<file path="src/include/egsrc_pkg.sv">
package egsrc_pkg;
    // ecg control register bit positions
    localparam int CTL_CONV_BIT   = 2;
    localparam int CTL_GANG_BIT   = 4;
    localparam int CTL_MASTER_BIT = 5;
    localparam int CTL_WIDTH      = 8;

    // clocks and rates
    localparam int CLK_PERIOD_NS  = 8;
    localparam int CLK_FREQ_KHZ   = 125000;
    localparam int CONV_CLK_KHZ   = 8192;
    localparam int ADC_HP_KHZ     = 2048;
    localparam int ADC_LP_KHZ     = 1024;
    localparam int ODR_128_KHZ    = 128;
    localparam int ODR_16_KHZ     = 16;
    localparam int ODR_2_KHZ      = 2;

    // conversion clock edges per adc sample
    localparam int HP_DIV = CONV_CLK_KHZ / ADC_HP_KHZ;
    localparam int LP_DIV = CONV_CLK_KHZ / ADC_LP_KHZ;

    // word widths
    localparam int WORD_W      = 24;
    localparam int USE_BITS_2K = 19;
    localparam int USE_BITS_16K = 18;
    localparam int RAW_W       = 16;

    // rate select and bandwidth select codes
    localparam logic [1:0] RATE_2K   = 2'h0;
    localparam logic [1:0] RATE_16K  = 2'h1;
    localparam logic [1:0] RATE_128K = 2'h2;
    localparam logic [1:0] BW_450    = 2'h0;
    localparam logic [1:0] BW_250    = 2'h1;
    localparam logic [1:0] BW_150    = 2'h2;
    localparam logic [1:0] BW_40     = 2'h3;

    // lag of ecg data behind pace flag, in ns
    localparam int LAG_2K_450_NS = 984000;
    localparam int LAG_2K_250_NS = 1915000;
    localparam int LAG_2K_150_NS = 2695000;
    localparam int LAG_2K_40_NS  = 7641000;
    localparam int LAG_16K_NS    = 109000;
    localparam int FIXED_LAG_NS  = 38000;

    // lag counts in clock cycles, rounded down
    localparam int LAG_2K_450_CYC = LAG_2K_450_NS / CLK_PERIOD_NS;
    localparam int LAG_2K_250_CYC = LAG_2K_250_NS / CLK_PERIOD_NS;
    localparam int LAG_2K_150_CYC = LAG_2K_150_NS / CLK_PERIOD_NS;
    localparam int LAG_2K_40_CYC  = LAG_2K_40_NS / CLK_PERIOD_NS;
    localparam int LAG_16K_CYC    = LAG_16K_NS / CLK_PERIOD_NS;
    localparam int FIXED_LAG_CYC  = FIXED_LAG_NS / CLK_PERIOD_NS;
    localparam int LAG_W          = 20;

    // gpio
    localparam int GPIO_N = 4;
    localparam logic [3:0] GPIO_SEC_MASK = 4'h7;
endpackage : egsrc_pkg

</file>
<file path="src/include/egsrc_conv_if.sv">
`timescale 1ns/1ns
// adc tick and raw sample path between rate control and decimator
interface egsrc_conv_if;
    logic                          adc_tick;
    logic                          hp_mode;
    logic [1:0]                    rate_sel;
    logic [1:0]                    bw_sel;
    logic                          flush;
    logic [egsrc_pkg::RAW_W-1:0]   raw_sample;
    logic                          out_valid;
    logic [egsrc_pkg::WORD_W-1:0]  out_word;
    logic                          raw_valid;

    modport ctl (output adc_tick, hp_mode, rate_sel, bw_sel, flush, raw_sample,
                 input out_valid, out_word, raw_valid);
    modport dec (input adc_tick, hp_mode, rate_sel, bw_sel, flush, raw_sample,
                 output out_valid, out_word, raw_valid);
endinterface : egsrc_conv_if

</file>
<file path="src/rtl/egsrc_decim.sv">
`timescale 1ns/1ns
// accumulate-and-dump decimator from adc rate down to the output rate
module egsrc_decim (
    // clock and reset
    input  wire logic  clk_i,
    input  wire logic  rst_n_i,
    // sample path
    egsrc_conv_if.dec  cv
);
    // adc samples per 128 kHz word: 16 in hp, 8 in lp
    localparam int HP_R = egsrc_pkg::ADC_HP_KHZ / egsrc_pkg::ODR_128_KHZ;
    localparam int LP_R = egsrc_pkg::ADC_LP_KHZ / egsrc_pkg::ODR_128_KHZ;
    localparam int R16  = egsrc_pkg::ODR_128_KHZ / egsrc_pkg::ODR_16_KHZ;
    localparam int R2   = egsrc_pkg::ODR_16_KHZ / egsrc_pkg::ODR_2_KHZ;

    logic [4:0]  s1_cnt;
    logic [19:0] s1_acc;
    logic [3:0]  s2_cnt;
    logic [22:0] s2_acc;
    logic [3:0]  s3_cnt;
    logic [25:0] s3_acc;
    logic        s1_done;
    logic        s2_done;
    logic        s3_done;
    logic [4:0]  s1_last;
    logic [2:0]  lp_shift;
    logic [15:0] w128;
    logic [23:0] w16;
    logic [23:0] w2;

    assign s1_last = cv.hp_mode ? 5'(HP_R - 1) : 5'(LP_R - 1);
    assign s1_done = cv.adc_tick && (s1_cnt == s1_last);
    assign s2_done = s1_done && (s2_cnt == 4'(R16 - 1));
    assign s3_done = s2_done && (s3_cnt == 4'(R2 - 1));
    // lp mode sums half as many samples, so scale up by one bit
    assign lp_shift = cv.hp_mode ? 3'h4 : 3'h3;
    assign w128 = 16'((s1_acc + 20'(cv.raw_sample)) >> lp_shift);
    // narrower stages carry fewer usable bits; low bits kept zero
    assign w16  = {23'((s2_acc + 23'(w128)) >> 3) & 23'h7FFFFF, 1'h0} &
                  ~24'((1 << (24 - egsrc_pkg::USE_BITS_16K)) - 1);
    assign w2   = 24'((s3_acc + 26'(w16[23:8])) >> 3) << 5 &
                  ~24'((1 << (24 - egsrc_pkg::USE_BITS_2K)) - 1);

    always_ff @(posedge clk_i) begin
        if (!rst_n_i || cv.flush) begin
            s1_cnt <= 5'h00;
            s1_acc <= 20'h00000;
            s2_cnt <= 4'h0;
            s2_acc <= 23'h000000;
            s3_cnt <= 4'h0;
            s3_acc <= 26'h0000000;
        end else if (cv.adc_tick) begin
            s1_cnt <= s1_done ? 5'h00 : s1_cnt + 5'h01;
            s1_acc <= s1_done ? 20'h00000 : s1_acc + 20'(cv.raw_sample);
            if (s1_done) begin
                s2_cnt <= s2_done ? 4'h0 : s2_cnt + 4'h1;
                s2_acc <= s2_done ? 23'h000000 : s2_acc + 23'(w128);
            end
            if (s2_done) begin
                s3_cnt <= s3_done ? 4'h0 : s3_cnt + 4'h1;
                s3_acc <= s3_done ? 26'h0000000 : s3_acc + 26'(w16[23:8]);
            end
        end
    end

    always_ff @(posedge clk_i) begin
        if (!rst_n_i || cv.flush) begin
            cv.out_valid <= 1'b0;
            cv.out_word  <= 24'h000000;
            cv.raw_valid <= 1'b0;
        end else begin
            cv.raw_valid <= s1_done;
            case (cv.rate_sel)
                egsrc_pkg::RATE_128K: begin
                    cv.out_valid <= s1_done;
                    if (s1_done) cv.out_word <= {w128, 8'h00};
                end
                egsrc_pkg::RATE_16K: begin
                    cv.out_valid <= s2_done;
                    if (s2_done) cv.out_word <= w16;
                end
                default: begin
                    cv.out_valid <= s3_done;
                    if (s3_done) cv.out_word <= w2;
                end
            endcase
        end
    end
endmodule : egsrc_decim

</file>
<file path="src/rtl/egsrc_top.sv">
`timescale 1ns/1ns
// Operation
// - secondary port, when enabled, masters out samples at 128 kHz only.
// - secondary port takes three gpio pins, one gpio stays usable.
// - secondary port samples bypass channel gain-matching calibration.
// - adc samples at 2.048 MHz high performance, 1.024 MHz low power.
// - output rate selectable 128, 16 or 2 kHz, more decimation lower.
// - 2 and 16 kHz words are 24 bits, 19 and 18 usable.
// - 2 kHz rate offers 450, 250, 150 and 40 Hz bandwidths; here bw_sel_i only changes the reported lag, the decimator ignores it.
// - reset clears all decimation and low-pass filter state.
// - data lags pace flag: bandwidth-dependent at 2 kHz, 109 us, or zero.
// - add a fixed 38 us to the lag for absolute delay.
// - control bit 5 selects gang master versus slave.
// - control bit 4 enables gang operation.
// - master turns gang sync pin into a driven output.
// - slave keeps gang sync and shared clock pins as inputs.
// - shared clock and gang sync pins stay high-z until gang enabled.
// - master emits exactly one sync edge on conversion enable.
// - calibration dac routing is never automatic in gang mode.
module egsrc_top (
    // clock and reset
    input  wire logic                               clk_i,
    input  wire logic                               rst_n_i,
    // ecg control register and configuration
    input  wire logic [egsrc_pkg::CTL_WIDTH-1:0]    ecg_control_register_i,
    input  wire logic                               hp_mode_i,
    input  wire logic [1:0]                         rate_sel_i,
    input  wire logic [1:0]                         bw_sel_i,
    input  wire logic                               sec_port_en_i,
    input  wire logic                               cal_dac_out_en_i,
    // adc raw samples and gain trim
    input  wire logic [egsrc_pkg::RAW_W-1:0]        raw_sample_i,
    input  wire logic [egsrc_pkg::RAW_W-1:0]        gain_trim_i,
    // shared conversion clock pin
    input  wire logic                               conv_clk_in_i,
    output logic                                    conv_clk_out_o,
    output logic                                    conv_clk_oe_o,
    // gang sync pin
    input  wire logic                               gang_sync_in_i,
    output logic                                    gang_sync_out_o,
    output logic                                    gang_sync_oe_o,
    // calibration dac pin
    output logic                                    cal_dac_oe_o,
    // gpio pins
    input  wire logic [egsrc_pkg::GPIO_N-1:0]       gpio_out_i,
    input  wire logic [egsrc_pkg::GPIO_N-1:0]       gpio_oe_i,
    output logic [egsrc_pkg::GPIO_N-1:0]            gpio_out_o,
    output logic [egsrc_pkg::GPIO_N-1:0]            gpio_oe_o,
    // secondary data port
    output logic                                    sec_valid_o,
    output logic [egsrc_pkg::RAW_W-1:0]             sec_data_o,
    // main data path
    output logic                                    out_valid_o,
    output logic [egsrc_pkg::WORD_W-1:0]            out_word_o,
    output logic                                    converting_o,
    output logic [egsrc_pkg::LAG_W-1:0]             lag_cycles_o,
    output logic [egsrc_pkg::LAG_W-1:0]             abs_lag_cycles_o
);
    typedef enum logic [1:0] {EGSRC_IDLE, EGSRC_WAIT_SYNC, EGSRC_RUN} egsrc_state_e;

    egsrc_state_e state;
    egsrc_state_e next_state;
    egsrc_conv_if cv ();

    // control bit decode
    wire conv_en   = ecg_control_register_i[egsrc_pkg::CTL_CONV_BIT];
    wire gang_en   = ecg_control_register_i[egsrc_pkg::CTL_GANG_BIT];
    wire master_en = ecg_control_register_i[egsrc_pkg::CTL_MASTER_BIT];
    wire is_master = gang_en && master_en;
    wire is_slave  = gang_en && !master_en;

    // pin synchronisers
    logic clk_s1;
    logic clk_s2;
    logic clk_s3;
    logic sync_s1;
    logic sync_s2;
    logic sync_s3;
    always_ff @(posedge clk_i) begin
        if (!rst_n_i) begin
            clk_s1  <= 1'b0;
            clk_s2  <= 1'b0;
            clk_s3  <= 1'b0;
            sync_s1 <= 1'b0;
            sync_s2 <= 1'b0;
            sync_s3 <= 1'b0;
        end else begin
            clk_s1  <= conv_clk_in_i;
            clk_s2  <= clk_s1;
            clk_s3  <= clk_s2;
            sync_s1 <= gang_sync_in_i;
            sync_s2 <= sync_s1;
            sync_s3 <= sync_s2;
        end
    end
    wire conv_clk_rise = clk_s2 && !clk_s3;
    // either polarity counts: the master sends one edge per conversion start
    wire sync_edge     = sync_s2 ^ sync_s3;

    // conversion clock: slaves use the pin, master uses it too when fed externally
    // trade-off: 125 MHz sampling limits the shared clock to well under 62 MHz
    logic [2:0] conv_div;
    logic [2:0] div_last;
    assign div_last = hp_mode_i ? 3'(egsrc_pkg::HP_DIV - 1) : 3'(egsrc_pkg::LP_DIV - 1);
    wire adc_tick = (state == EGSRC_RUN) && conv_clk_rise && (conv_div == div_last);
    always_ff @(posedge clk_i) begin
        if (!rst_n_i || state != EGSRC_RUN) begin
            conv_div <= 3'h0;
        end else if (conv_clk_rise) begin
            conv_div <= (conv_div == div_last) ? 3'h0 : conv_div + 3'h1;
        end
    end

    // gang state: slave waits for master edge before converting
    always_comb begin
        next_state = state;
        case (state)
            EGSRC_IDLE: begin
                if (conv_en) next_state = is_slave ? EGSRC_WAIT_SYNC : EGSRC_RUN;
            end
            EGSRC_WAIT_SYNC: begin
                if (!conv_en) next_state = EGSRC_IDLE;
                else if (sync_edge) next_state = EGSRC_RUN;
            end
            EGSRC_RUN: begin
                if (!conv_en) next_state = EGSRC_IDLE;
            end
            default: next_state = EGSRC_IDLE;
        endcase
    end
    always_ff @(posedge clk_i) begin
        if (!rst_n_i) state <= EGSRC_IDLE;
        else state <= next_state;
    end

    // master toggles sync once per conversion start
    logic sync_level;
    wire  start_conv = (state == EGSRC_IDLE) && (next_state == EGSRC_RUN);
    always_ff @(posedge clk_i) begin
        if (!rst_n_i) sync_level <= 1'b0;
        else if (start_conv && is_master) sync_level <= ~sync_level;
    end

    // pin drivers; slave and non-gang leave gang pins undriven, cal dac pin follows its enable
    always_ff @(posedge clk_i) begin
        if (!rst_n_i) begin
            gang_sync_oe_o  <= 1'b0;
            gang_sync_out_o <= 1'b0;
            conv_clk_oe_o   <= 1'b0;
            conv_clk_out_o  <= 1'b0;
            cal_dac_oe_o    <= 1'b0;
        end else begin
            gang_sync_oe_o  <= is_master;
            gang_sync_out_o <= sync_level;
            // master forwards the conversion clock it receives to the slaves
            conv_clk_oe_o   <= is_master;
            conv_clk_out_o  <= clk_s2;
            cal_dac_oe_o    <= cal_dac_out_en_i;
        end
    end

    // decimation path
    assign cv.adc_tick   = adc_tick;
    assign cv.hp_mode    = hp_mode_i;
    assign cv.rate_sel   = rate_sel_i;
    assign cv.bw_sel     = bw_sel_i;
    // filters flush on leaving run so a restart starts clean
    assign cv.flush      = (state != EGSRC_RUN);
    assign cv.raw_sample = raw_sample_i;

    egsrc_decim u_decim (
        .clk_i   (clk_i),
        .rst_n_i (rst_n_i),
        .cv      (cv.dec)
    );

    // gain trim applies to the main path only
    logic [31:0] trim_prod;
    assign trim_prod = 32'(cv.out_word[23:8]) * 32'(gain_trim_i);
    always_ff @(posedge clk_i) begin
        if (!rst_n_i) begin
            out_valid_o  <= 1'b0;
            out_word_o   <= 24'h000000;
            converting_o <= 1'b0;
        end else begin
            out_valid_o  <= cv.out_valid;
            // top 24 bits of the trimmed product; the secondary port carries raw adc samples instead
            if (cv.out_valid) out_word_o <= trim_prod[31:8];
            converting_o <= (state == EGSRC_RUN);
        end
    end

    // secondary port: raw adc sample, loaded on each 128 kHz stage dump, uncalibrated
    logic [egsrc_pkg::RAW_W-1:0] raw_hold;
    always_ff @(posedge clk_i) begin
        if (!rst_n_i) begin
            sec_valid_o <= 1'b0;
            sec_data_o  <= 16'h0000;
        end else begin
            sec_valid_o <= sec_port_en_i && cv.raw_valid;
            if (cv.raw_valid) sec_data_o <= raw_hold;
        end
    end
    // register of the raw adc input sample, cleared outside run
    always_ff @(posedge clk_i) begin
        if (!rst_n_i || state != EGSRC_RUN) raw_hold <= 16'h0000;
        else raw_hold <= raw_sample_i;
    end

    // gpio: three pins go to the secondary port, the fourth stays with software
    genvar g;
    generate
        for (g = 0; g < egsrc_pkg::GPIO_N; g++) begin : g_gpio
            wire taken = sec_port_en_i && egsrc_pkg::GPIO_SEC_MASK[g];
            always_ff @(posedge clk_i) begin
                if (!rst_n_i) begin
                    gpio_out_o[g] <= 1'b0;
                    gpio_oe_o[g]  <= 1'b0;
                end else begin
                    gpio_out_o[g] <= taken ? (g == 0 ? sec_valid_o : sec_data_o[g]) : gpio_out_i[g];
                    gpio_oe_o[g]  <= taken ? 1'b1 : gpio_oe_i[g];
                end
            end
        end
    endgenerate

    // pace-to-data lag, in clock cycles
    logic [egsrc_pkg::LAG_W-1:0] lag_2k;
    always_comb begin
        case (bw_sel_i)
            egsrc_pkg::BW_450: lag_2k = 20'(egsrc_pkg::LAG_2K_450_CYC);
            egsrc_pkg::BW_250: lag_2k = 20'(egsrc_pkg::LAG_2K_250_CYC);
            egsrc_pkg::BW_150: lag_2k = 20'(egsrc_pkg::LAG_2K_150_CYC);
            default:           lag_2k = 20'(egsrc_pkg::LAG_2K_40_CYC);
        endcase
    end
    wire [egsrc_pkg::LAG_W-1:0] lag_sel =
        (rate_sel_i == egsrc_pkg::RATE_128K) ? 20'h00000 :
        (rate_sel_i == egsrc_pkg::RATE_16K)  ? 20'(egsrc_pkg::LAG_16K_CYC) : lag_2k;
    always_ff @(posedge clk_i) begin
        if (!rst_n_i) begin
            lag_cycles_o     <= 20'h00000;
            abs_lag_cycles_o <= 20'h00000;
        end else begin
            lag_cycles_o     <= lag_sel;
            abs_lag_cycles_o <= lag_sel + 20'(egsrc_pkg::FIXED_LAG_CYC);
        end
    end
endmodule : egsrc_top
</file>
<file path="config.mk">
export PLATFORM = sky130hd
export DESIGN_NAME = egsrc_top
export DESIGN_NICKNAME = d
export VERILOG_FILES = /design/src/include/egsrc_pkg.sv /design/src/include/egsrc_conv_if.sv /design/src/rtl/egsrc_decim.sv /design/src/rtl/egsrc_top.sv
export SDC_FILE = /design/constraint.sdc
export NUM_CORES = 1
export LEC_CHECK = 0
export ABC_AREA = 1
export BUFFER_PORTS_ARGS = -buffer_cell sky130_fd_sc_hd__buf_2
export CORE_UTILIZATION = 30
export DETAILED_ROUTE_END_ITERATION = 8
export HOLD_SLACK_MARGIN = 0.05
export PLACE_DENSITY = 0.46
export SLEW_MARGIN = 20
export SYNTH_ARGS = -nofsm -noshare
export SYNTH_HDL_FRONTEND = slang
export SYNTH_HIERARCHICAL = 1
export SYNTH_SLANG_ARGS = --single-unit
</file>
<file path="constraint.sdc">
create_clock -name clk_i -period 10.8 [get_ports clk_i]
set_input_delay 0.54 -clock clk_i [delete_from_list [all_inputs] [get_ports clk_i]]
set_output_delay 0.54 -clock clk_i [all_outputs]
set_load 0.01 [all_outputs]
</file>
==> reports/metrics.csv, run 1 <==
stage,metric,value,unit
die,initial core utilization,30.35,%
global_route,total grt overflow,0,
setup_path,Most common cell on crit path,fa_1,
pwr,overall power,2.042,mW
global_route,vias in the first global route,17510,
sta,Worst-Margin Slew,1.053,ns
die,IO Pins,155,
job,Max-Cap Viols,0,
drt,Iter 0 DRT Violations,960,
global_route,gr usage total,17.32,%
global_route,pin count of the biggest net entering global routing,52,
drt,Final ANT Viol Nets,0,
sta,WHS,0.1770,ns
sta,setup tns final,0,ns
clock_tree,clock sinks,213,
setup_path,CP arrival,6.85,ns
status,outcome,"complete, no violations",
sta,max-slew violation count,0,
finish,Storage cell area,0.004264,mm2
sta,Max-slew headroom,29.73,%
logic_synthesis,Cells after Synth,2962,
setup_path,CP cell instances,nand2_1 > fa_1 > inv_1 > fa_1 > fa_1 > fa_1 > fa_1 > inv_1 > fa_1 > inv_1 > ha_1 > a21oi_1 > o21ai_0 > a21oi_1 > nor2_1 > nor2_1 > nand2_1 > nand2_1 > nand3_1 > nand2_1 > inv_1,
sta,Worst Clk Skew,0.01554,ns
sta,RSZ-0062 raised after global routing,no,
finish,share of cells above drive strength 1,7.677,%
drt,Vias,17759,
die,die footprint,0.06910,mm2
logic_synthesis,Syn. warnings,6,
clock_tree,clk buf depth,3,
finish,multi-input logic area,0.01332,mm2
sta,max frequency,156.0,MHz
placed_design,I/O Buffers,148,
setup_path,startpoint types,flip-flop,
drt,Vias per Instance,4.514,
die,die height,262.9,um
placed_design,post-DP HPWL,46.93,mm
drt,final wirelength,59.60,mm
clock_tree,Post-CTS Setup Bufs,0,
logic_synthesis,post-synthesis area per instance,6.893,um2
die,Site Rows,95,
clock_tree,clk_lat worst skew,0.55,ns
clock_tree,CTS tree,done,
logic_synthesis,Mapped Nets,3380,
global_route,first-pass GRT wire length,95.97,mm
placed_design,routability congestion estimate,0.8704,
sta,final worst-path cycle share,59.34,%
sta,"Hold Vio Cnt, Final",0,
setup_path,Reg2Reg Depth,21,
min_path,hold path depth,3,
sta,clock period minus worst slack,6.409,ns
drt,wire length per cell,15.15,um
die,core footprint,0.06728,mm2
clock_tree,total CTS buffers,26,
clock_tree,PostCTS Resize Cnt,0,
finish,layout net count,3460,
die,Chip Width,262.9,um
logic_synthesis,mapped cell area,0.02042,mm2
clock_tree,CTS Root Cell,clkbuf_16,
drt,DR DRC count,0,
clock_tree,CTS Hold Buffers Added,0,
setup_path,CP required,11.24,ns
global_route,initial antenna violation count,1,
min_path,path type of the worst min-delay path,input pin to flip-flop,
sta,final setup vio count,0,
clock_tree,"Clk pin slew, worst setup/hold paths",0.06,ns
pwr,Max VDD drop,0.0001027,V
finish,area delta synth->final,11.77,%
setup_path,critical path type,flip-flop to flip-flop,
pwr,Static Leak,12.55,nW
pwr,power per cell area,89.50,mW/mm2
setup_path,Worst setup EP type,flip-flop,
finish,filler instances,7462,
clock_tree,htree depth,1,
setup_path,CP max-delay cell,dfxtp_1,
drt,1st-pass router iterations,5,
finish,ANT cells,0,
setup_path,CP max FO,17,
setup_path,Worst path max stage delay,1.01,ns
through the flow:
step           cell area (um2)  utilization (%)  instances  setup slack, ns
6_report                 22820            33.92       3934            4.391
3_5_place_dp             21880            32.52       3887            4.483
5_1_grt                  22820            33.92       3934            4.155
3_3_place_gp             21880            32.52       3887            4.502
4_1_cts                  22820            33.92       3934            4.448
2_1_floorplan            20420                -       2962            5.141
routing by layer:
layer | global-route usage [%] | vias up | part of all wire [%]
met5 | 0 | - | 0.022
met4 | 3.272 | 2 | 1.7
met3 | 1.996 | 58 | 3.5
met2 | 28.38 | 263 | 46
met1 | 24.54 | 8354 | 49
li1 | - | 9082 | -
worst max-delay path, delay by kind of cell (launching register included):
| kind | cells | cell delay [ns] |
|---|---|---|
| compound gates | 3 | 0.73 |
| simple gates | 7 | 0.70 |
| buf+inv | 4 | 0.19 |
| fa+ha+maj | 7 | 3.66 |
| flops | 1 | 1.01 |
flip-flops by register name, indices dropped and copies added, names as in the netlist, 2 cells and up:
register and flops:
sec_data_o 16, u_decim/s1_cnt 5, u_decim/s2_cnt 4, gpio_oe_o 4
lag_cycles_o 15, gpio_out_o 4, out_word_o 24, u_decim/s1_acc 20
u_decim/cv.out_word 16, raw_hold 16, u_decim/s3_acc 22, conv_div 3
u_decim/s2_acc 23, state 2, abs_lag_cycles_o 20, u_decim/s3_cnt 4
cell type report:
cell class	count	area share, %
flip-flops and latches	213	18.69
multi-input cells	2007	58.36
well taps	873	4.787
repair buffers	159	3.608
inverters	635	10.45
clock buffers	36	3.323
clock inverters	11	0.7950
cells in the final DEF (no fill, tap or decap), drive strengths merged, types with 9 or more instances in the layout:
| cell | count |
|---|---|
| and2 | 23 |
| nor3 | 25 |
| nor2 | 267 |
| fa | 196 |
| a21oi | 110 |
| clkbuf | 36 |
| nand2 | 819 |
| dfxtp | 213 |
| o21ai | 110 |
| a22o | 15 |
| nand4 | 18 |
| buf | 159 |
| xnor2 | 20 |
| o21a | 9 |
| ha | 163 |
| xor2 | 20 |
| nand3 | 170 |
| inv | 632 |
power by group:
group | switching (mW) | total, mW | internal [mW]
logic | 0.190 | 0.282 | 0.0913
clock network | 0.360 | 0.946 | 0.587
registers | 0.0121 | 0.814 | 0.802
total | 0.562 | 2.04 | 1.48
worst paths after layout:
kind	startpoint	to	slack (ns)
worst max-delay path	u_decim/cv.out_word[15]	out_word_o[20]	4.39
worst min-delay path	gang_sync_in_i	sync_s1	0.18
worst max register to register	u_decim/cv.out_word[15]	out_word_o[20]	4.39
worst min register to register	clk_s1	clk_s2	0.41
(Power assumes the default switching activity.)
==> run 2: changes to the inputs <==
--- a/config.mk
+++ b/config.mk
@@ -5,7 +5,7 @@
 export SDC_FILE = /design/constraint.sdc
 export NUM_CORES = 1
 export LEC_CHECK = 0
-export ABC_AREA = 1
+export ABC_AREA = 0
 export BUFFER_PORTS_ARGS = -buffer_cell sky130_fd_sc_hd__buf_2
 export CORE_UTILIZATION = 30
 export DETAILED_ROUTE_END_ITERATION = 8
==> constraint.sdc (replaced) <==
create_clock -name clk_i -period 6.36 [get_ports clk_i]
set_input_delay 0.318 -clock clk_i [delete_from_list [all_inputs] [get_ports clk_i]]
set_output_delay 0.318 -clock clk_i [all_outputs]
set_load 0.01 [all_outputs]
==> reports/metrics.csv, run 2 <==
stage,metric,value,unit,change
drt,final wirelength,54.03,mm,-9.3%
setup_path,critical path type,flip-flop to flip-flop,,
drt,Vias per Instance,4.873,,+8.0%
sta,max-slew violation count,0,,unchanged
logic_synthesis,mapped cell area,0.01898,mm2,-7.1%
setup_path,CP required,6.77,ns,-4.47 ns
drt,Iter 0 DRT Violations,849,,-12%
min_path,hold path startpoint,sec_port_en_i,,
global_route,initial antenna violation count,1,,unchanged
setup_path,Worst setup EP type,flip-flop,,
pwr,Pint,2.439,mW,+65%
drt,1st-pass router iterations,7,,+2
finish,ANT cells,0,,unchanged
placed_design,placed instance count,3167,,-19%
clock_tree,CTS Root Cell,clkbuf_16,,
setup_path,CP arrival,6.52,ns,-0.33 ns
setup_path,CP cell instances,buf_4 > and2_1 > fa_1 > inv_1 > fa_1 > fa_1 > fa_1 > inv_1 > fa_1 > inv_1 > fa_1 > inv_1 > ha_2 > and4_1 > and3_1 > a22oi_1 > buf_4 > o31ai_1 > buf_4 > a21oi_1 > xor2_1 > buf_4 > o21ai_0,,
die,IO Pins,155,,unchanged
finish,multi-input logic area,0.01335,mm2,+0.24%
pwr,Static Leak,10.41,nW,-17%
pwr,power per cell area,146.2,mW/mm2,+63%
sta,Max-slew headroom,28.85,%,-0.88 points
finish,most frequent cells in the layout,"268 x nand2_1, 264 x inv_1, 208 x dfxtp_1",,
setup_path,R2R Path Start,u_decim/cv.out_word[13],,
die,core footprint,0.06205,mm2,-7.8%
clock_tree,total CTS buffers,25,,-3.8%
pwr,Clk network pwr share,49.5,%,+3.2 points
clock_tree,clock sinks,213,,unchanged
placed_design,pre-CTS setup slack,0.03338,ns,-4.449 ns
pwr,Comb power frac,8.6,%,-5.2 points
job,Max-Cap Viols,0,,unchanged
setup_path,CP max FO,9,,-8
finish,layout net count,2810,,-19%
sta,clock period minus worst slack,6.103,ns,-0.3051 ns
placed_design,post-DP HPWL,42.99,mm,-8.4%
sta,Worst Clk Skew,0.03276,ns,+0.01722 ns
drt,DR DRC count,0,,unchanged
setup_path,Crit. Startpoint,u_decim/cv.out_word[13],,
logic_synthesis,Cells after Synth,2211,,-25%
finish,area delta synth->final,17.53,%,
setup_path,"Largest delay share family, worst path",adder cells,,
drt,wire length per cell,16.64,um,+9.8%
sta,final setup vio count,0,,unchanged
finish,"commonest non-fill, non-tap cell in the layout",nand2_1,,
sta,"Hold Vio Cnt, Final",0,,unchanged
placed_design,routability congestion estimate,0.8552,,-1.7%
min_path,path type of the worst min-delay path,input pin to flip-flop,,
finish,Storage cell area,0.004270,mm2,+0.15%
die,Chip Width,253.5,um,-3.6%
sta,max frequency,163.8,MHz,+5.0%
die,die height,253.5,um,-3.6%
sta,final worst-path cycle share,95.97,%,+37 points
setup_path,CP max-delay cell,fa_1,,
finish,biggest regs,"out_word_o: 24 flops, u_decim/s2_acc: 23 flops, u_decim/s3_acc: 22 flops",,
placed_design,post-placement cell area,0.02094,mm2,-4.3%
finish,final instance area,0.02230,mm2,-2.3%
global_route,gr usage total,16.88,%,-0.44 points
pwr,sw frac,25.23,%,-2.3 points
logic_synthesis,Syn. warnings,6,,unchanged
global_route,vias in the first global route,16003,,-8.6%
clock_tree,CTS tree,done,,
clock_tree,clk buf depth,3,,unchanged
global_route,first-pass GRT wire length,86.51,mm,-9.9%
pwr,switching pwr,0.8228,mW,+46%
setup_path,startpoint types,flip-flop,,
sta,WHS,0.1251,ns,-0.05187 ns
setup_path,Worst path max stage delay,0.57,ns,-0.44 ns
drt,Final ANT Viol Nets,0,,unchanged
placed_design,I/O Buffers,148,,unchanged
drt,Vias,15828,,-11%
die,Site Rows,91,,-4.2%
finish,number of flip-flops in the largest register,24,,unchanged
global_route,pin count of the biggest net entering global routing,41,,-21%
setup_path,CP bufs+invs,8,,+4
finish,Non-Filler Instances,3248,,-17%
global_route,total grt overflow,0,,unchanged
sta,RSZ-0062 raised after global routing,yes,,
pwr,Max VDD drop,0.0001939,V,+89%
setup_path,Most common cell on crit path,fa_1,,
finish,Top reg by flops,out_word_o,,
clock_tree,clk_lat worst skew,0.57,ns,+0.02 ns
finish,share of cells above drive strength 1,13.94,%,+6.3 points
sta,Worst-Margin Slew,1.066,ns,+0.01349 ns
sta,setup ws final,0.2566,ns,-4.135 ns
pwr,Reg power frac,41.9,%,+2.0 points
clock_tree,htree depth,1,,unchanged
clock_tree,"Clk pin slew, worst setup/hold paths",0.06,ns,about the same
die,initial core utilization,30.58,%,+0.23 points
logic_synthesis,post-synthesis area per instance,8.582,um2,+25%
status,outcome,"complete, no violations",,
logic_synthesis,Mapped Nets,2629,,-22%
finish,filler instances,6473,,-13%
die,die footprint,0.06426,mm2,-7.0%
run 2: changes by cell type in the layout (fill, tap and decap cells not counted), sizes merged, moves of 17 or more:
cell / previous run / this run
mux2i: 0 / 30
dlygate4sd3: 0 / 31
and2: 23 / 151
inv: 632 / 267
nand3: 170 / 37
nand2: 819 / 271
xnor2: 20 / 38
buf: 159 / 237
a22oi: 0 / 17
nor2: 267 / 153
a21o: 2 / 19
xor2: 20 / 40
run 2: what timing repair did:
item / 4_1_cts / 5_1_grt
buffers inserted: 0 / 4
resized for setup: 0 / 25
hold buffers: 31 / 0
endpoints found under the hold margin: 30 / 0
setup endpoints to repair: 0 / 27
run 2: cell type report:
type,count,share of cell area (%)
multi-input combinational,1619,59.85
sequential,213,19.15
timing repair buffer,268,7.708
tap,837,4.696
inverter,265,4.460
clock buffer,31,3.086
clock inverter,15,1.049
run 2: path summary, 6_finish.rpt:
check | to | slack (ns) | cells past startpoint
setup / recovery | out_word_o[15] | 0.26 | 23
hold / removal | gpio_oe_o[1] | 0.13 | 3
setup reg to reg | out_word_o[15] | 0.26 | 23
hold reg to reg | sync_s2 | 0.43 | 1
run 2: metrics by stage:
stage	setup TNS, ns	util [%]	power, mW
6_report	0	35.94	3.261
5_1_grt	-0.1041	35.94	3.387
2_1_floorplan	0	-	1.543
3_5_place_dp	0	33.75	1.661
4_1_cts	0	35.73	3.308
3_3_place_gp	0	33.75	1.660
run 2: power by group through the flow:
stage	registers (mW)	clock network, mW	logic [mW]
2_1_floorplan	1.41	0	0.137
6_report	1.37	1.61	0.280
5_1_grt	1.37	1.71	0.305
3_3_place_gp	1.40	0	0.264
3_5_place_dp	1.40	0	0.264
4_1_cts	1.37	1.66	0.281
run 2: worst register-to-register path: cells and delay by family (launching register included):
family	cells	cell delay [ns]
DFF	1	0.36
buffers and inverters	8	0.92
and+or+nand+nor	3	0.56
AOI/OAI and AO/OA	4	0.41
adders and majority gates	7	3.52
xor gates and xnor gates	1	0.17
run 2: metal layers:
layer | track usage, % | wire, um | part of all wire (%)
met1 | 21.72 | 24310 | 45
met2 | 30.06 | 26870 | 50
met3 | 1.762 | 1663 | 3.1
met4 | 3.983 | 1169 | 2.2
met5 | 0 | 13 | 0.024
==> run 3: changes to the inputs <==
==> constraint.sdc (replaced) <==
create_clock -name clk_i -period 6.36 [get_ports clk_i]
set_input_delay 1.272 -clock clk_i [delete_from_list [all_inputs] [get_ports clk_i]]
set_output_delay 1.272 -clock clk_i [all_outputs]
set_load 0.01 [all_outputs]
==> reports/metrics.csv, run 3 (synthesized netlist as in run 2, its figures left out) <==
stage,metric,value,unit,change
placed_design,post-DP HPWL,44.70,mm,+4.0%
pwr,Comb power frac,10.4,%,+1.8 points
clock_tree,CTS tree,done,,
pwr,Static Leak,11.49,nW,+10%
drt,DR DRC count,0,,unchanged
finish,ANT cells,0,,unchanged
global_route,vias in the first global route,16892,,+5.6%
clock_tree,clk_lat worst skew,0.57,ns,about the same
sta,final worst-path cycle share,97.14,%,+1.2 points
global_route,initial antenna violation count,0,,-1
die,initial core utilization,30.58,%,unchanged
finish,"commonest non-fill, non-tap cell in the layout",buf_4,,
clock_tree,CTS Root Cell,clkbuf_16,,
sta,final setup vio count,0,,unchanged
pwr,power per cell area,130.2,mW/mm2,-11%
clock_tree,clock sinks,213,,unchanged
clock_tree,htree depth,1,,unchanged
status,outcome,"complete, no violations",,
sta,"Hold Vio Cnt, Final",0,,unchanged
pwr,Pint,2.325,mW,-4.7%
setup_path,Worst setup EP type,flip-flop,,
die,die height,253.5,um,unchanged
setup_path,Levels on crit path,22,,-4.3%
placed_design,pre-CTS setup slack,-0.6814,ns,-0.7148 ns
die,core footprint,0.06205,mm2,unchanged
placed_design,I/O Buffers,148,,unchanged
clock_tree,CTS Hold Buffers Added,0,,-100%
sta,WHS,0.4319,ns,+0.3068 ns
drt,Vias per Instance,4.806,,-1.4%
sta,max frequency,161.9,MHz,-1.2%
clock_tree,"Clk pin slew, worst setup/hold paths",0.06,ns,about the same
finish,area delta synth->final,27.17,%,
drt,Final ANT Viol Nets,0,,unchanged
setup_path,Worst path max stage delay,0.55,ns,-0.02 ns
setup_path,CP max-delay cell,fa_1,,
pwr,Reg power frac,43.5,%,+1.6 points
setup_path,CP required,6.76,ns,about the same
global_route,gr usage total,17.39,%,+0.51 points
pwr,Clk network pwr share,46.1,%,-3.4 points
setup_path,Reg2Reg Depth,19,,-17%
die,Site Rows,91,,unchanged
drt,Vias,16529,,+4.4%
setup_path,Most common cell on crit path,fa_1,,
global_route,first-pass GRT wire length,90.20,mm,+4.3%
pwr,switching pwr,0.8158,mW,-0.86%
finish,fin util,38.89,%,+2.9 points
clock_tree,clk buf depth,3,,unchanged
die,die footprint,0.06426,mm2,unchanged
setup_path,CP cell instances,buf_4 > and2_1 > fa_1 > inv_1 > fa_1 > fa_1 > inv_1 > fa_1 > fa_1 > inv_1 > fa_1 > inv_1 > ha_1 > buf_4 > a21oi_2 > o211ai_1 > nand2_1 > a311oi_2 > buf_4 > a21oi_1 > xor2_1 > o21ai_0,,
drt,final wirelength,55.33,mm,+2.4%
die,IO Pins,155,,unchanged
setup_path,startpoint types,input pin,,
finish,Top reg by flops,out_word_o,,
min_path,hold path depth,1,,-2
drt,wire length per cell,16.09,um,-3.3%
setup_path,CP bufs+invs,7,,-1
sta,Worst-Margin Slew,1.142,ns,+0.07623 ns
pwr,sw frac,25.97,%,+0.74 points
drt,Iter 0 DRT Violations,904,,+6.5%
sta,clock period minus worst slack,6.178,ns,+0.07451 ns
job,Max-Cap Viols,0,,unchanged
sta,Worst Clk Skew,0.04621,ns,+0.01346 ns
clock_tree,total CTS buffers,26,,+4.0%
drt,1st-pass router iterations,5,,-2
min_path,path type of the worst min-delay path,flip-flop to flip-flop,,
setup_path,CP max FO,11,,+2
global_route,pin count of the biggest net entering global routing,46,,+12%
setup_path,"Largest delay share family, worst path",adder cells,,
finish,biggest regs,"out_word_o: 24 flops, u_decim/s2_acc: 23 flops, u_decim/s3_acc: 22 flops",,
finish,number of flip-flops in the largest register,24,,unchanged
setup_path,CP arrival,6.58,ns,+0.06 ns
pwr,Max VDD drop,0.0001973,V,+1.8%
setup_path,critical path type,input pin to flip-flop,,
finish,most frequent cells in the layout,"306 x buf_4, 266 x nand2_1, 260 x inv_1",,
sta,max-slew violation count,0,,unchanged
sta,setup ws final,0.1821,ns,-0.07451 ns
global_route,total grt overflow,0,,unchanged
sta,Max-slew headroom,23.76,%,-5.1 points
finish,layout net count,3002,,+6.8%
placed_design,routability congestion estimate,0.8572,,+0.23%
sta,setup tns final,0,ns,unchanged
finish,share of cells above drive strength 1,24.37,%,+10 points
die,Chip Width,253.5,um,unchanged
run 3: timing repair:
| action | 4_1_cts | 5_1_grt |
|---|---|---|
| setup buffers | 2 | 11 |
| resized for setup | 11 | 95 |
| setup endpoints to repair | 8 | 35 |
| pin swaps | 10 | 48 |
run 3: power groups by stage:
stage / sequential [mW] / combinational (mW) / clock (mW)
after detailed placement: 1.40 / 0.318 / 0
after global placement: 1.40 / 0.316 / 0
final: 1.37 / 0.327 / 1.45
after floorplan: 1.41 / 0.140 / 0
after global routing: 1.37 / 0.355 / 1.55
after CTS: 1.37 / 0.321 / 1.49
run 3: final cells by class:
| cell class | count | area, um2 |
|---|---|---|
| Clock buffer | 36 | 718.2 |
| Clock inverter | 10 | 100.1 |
| Fill cell | 6316 | 37920 |
| Inverter | 265 | 994.7 |
| Multi-Input combinational cell | 1619 | 13850 |
| Sequential cell | 213 | 4264 |
| Tap cell | 837 | 1047 |
| Timing Repair Buffer | 459 | 3154 |
run 3: stage by stage:
stage	instances	cell area, um2	power [mW]
floorplan	2211	19170	1.546
global placement	3381	22720	1.712
detailed placement	3381	22720	1.714
CTS	3429	23580	3.178
global route	3439	24130	3.277
finish	3439	24130	3.141
run 3: worst paths after layout:
check | from | to | slack, ns
setup / recovery | gain_trim_i[5] | out_word_o[20] | 0.18
hold / removal | sync_s1 | sync_s2 | 0.43
setup reg to reg | u_decim/cv.out_word[19] | out_word_o[18] | 0.33
hold reg to reg | sync_s1 | sync_s2 | 0.43
run 3: worst register-to-register path: cells and delay by family (launching register included):
kind            cells  cell delay [ns]
fa+ha+maj           7             3.48
compound gates      5             1.16
flops               1             0.70
buf+inv             4             0.28
simple gates        3             0.27
run 3: layer usage:
layer	GRT usage, %	wire length (um)	up-vias
li1	-	-	8049
met2	31.37	28150	201
met3	1.526	1349	48
met5	0	0	-
met1	22.45	24910	8231
met4	3.515	923	0
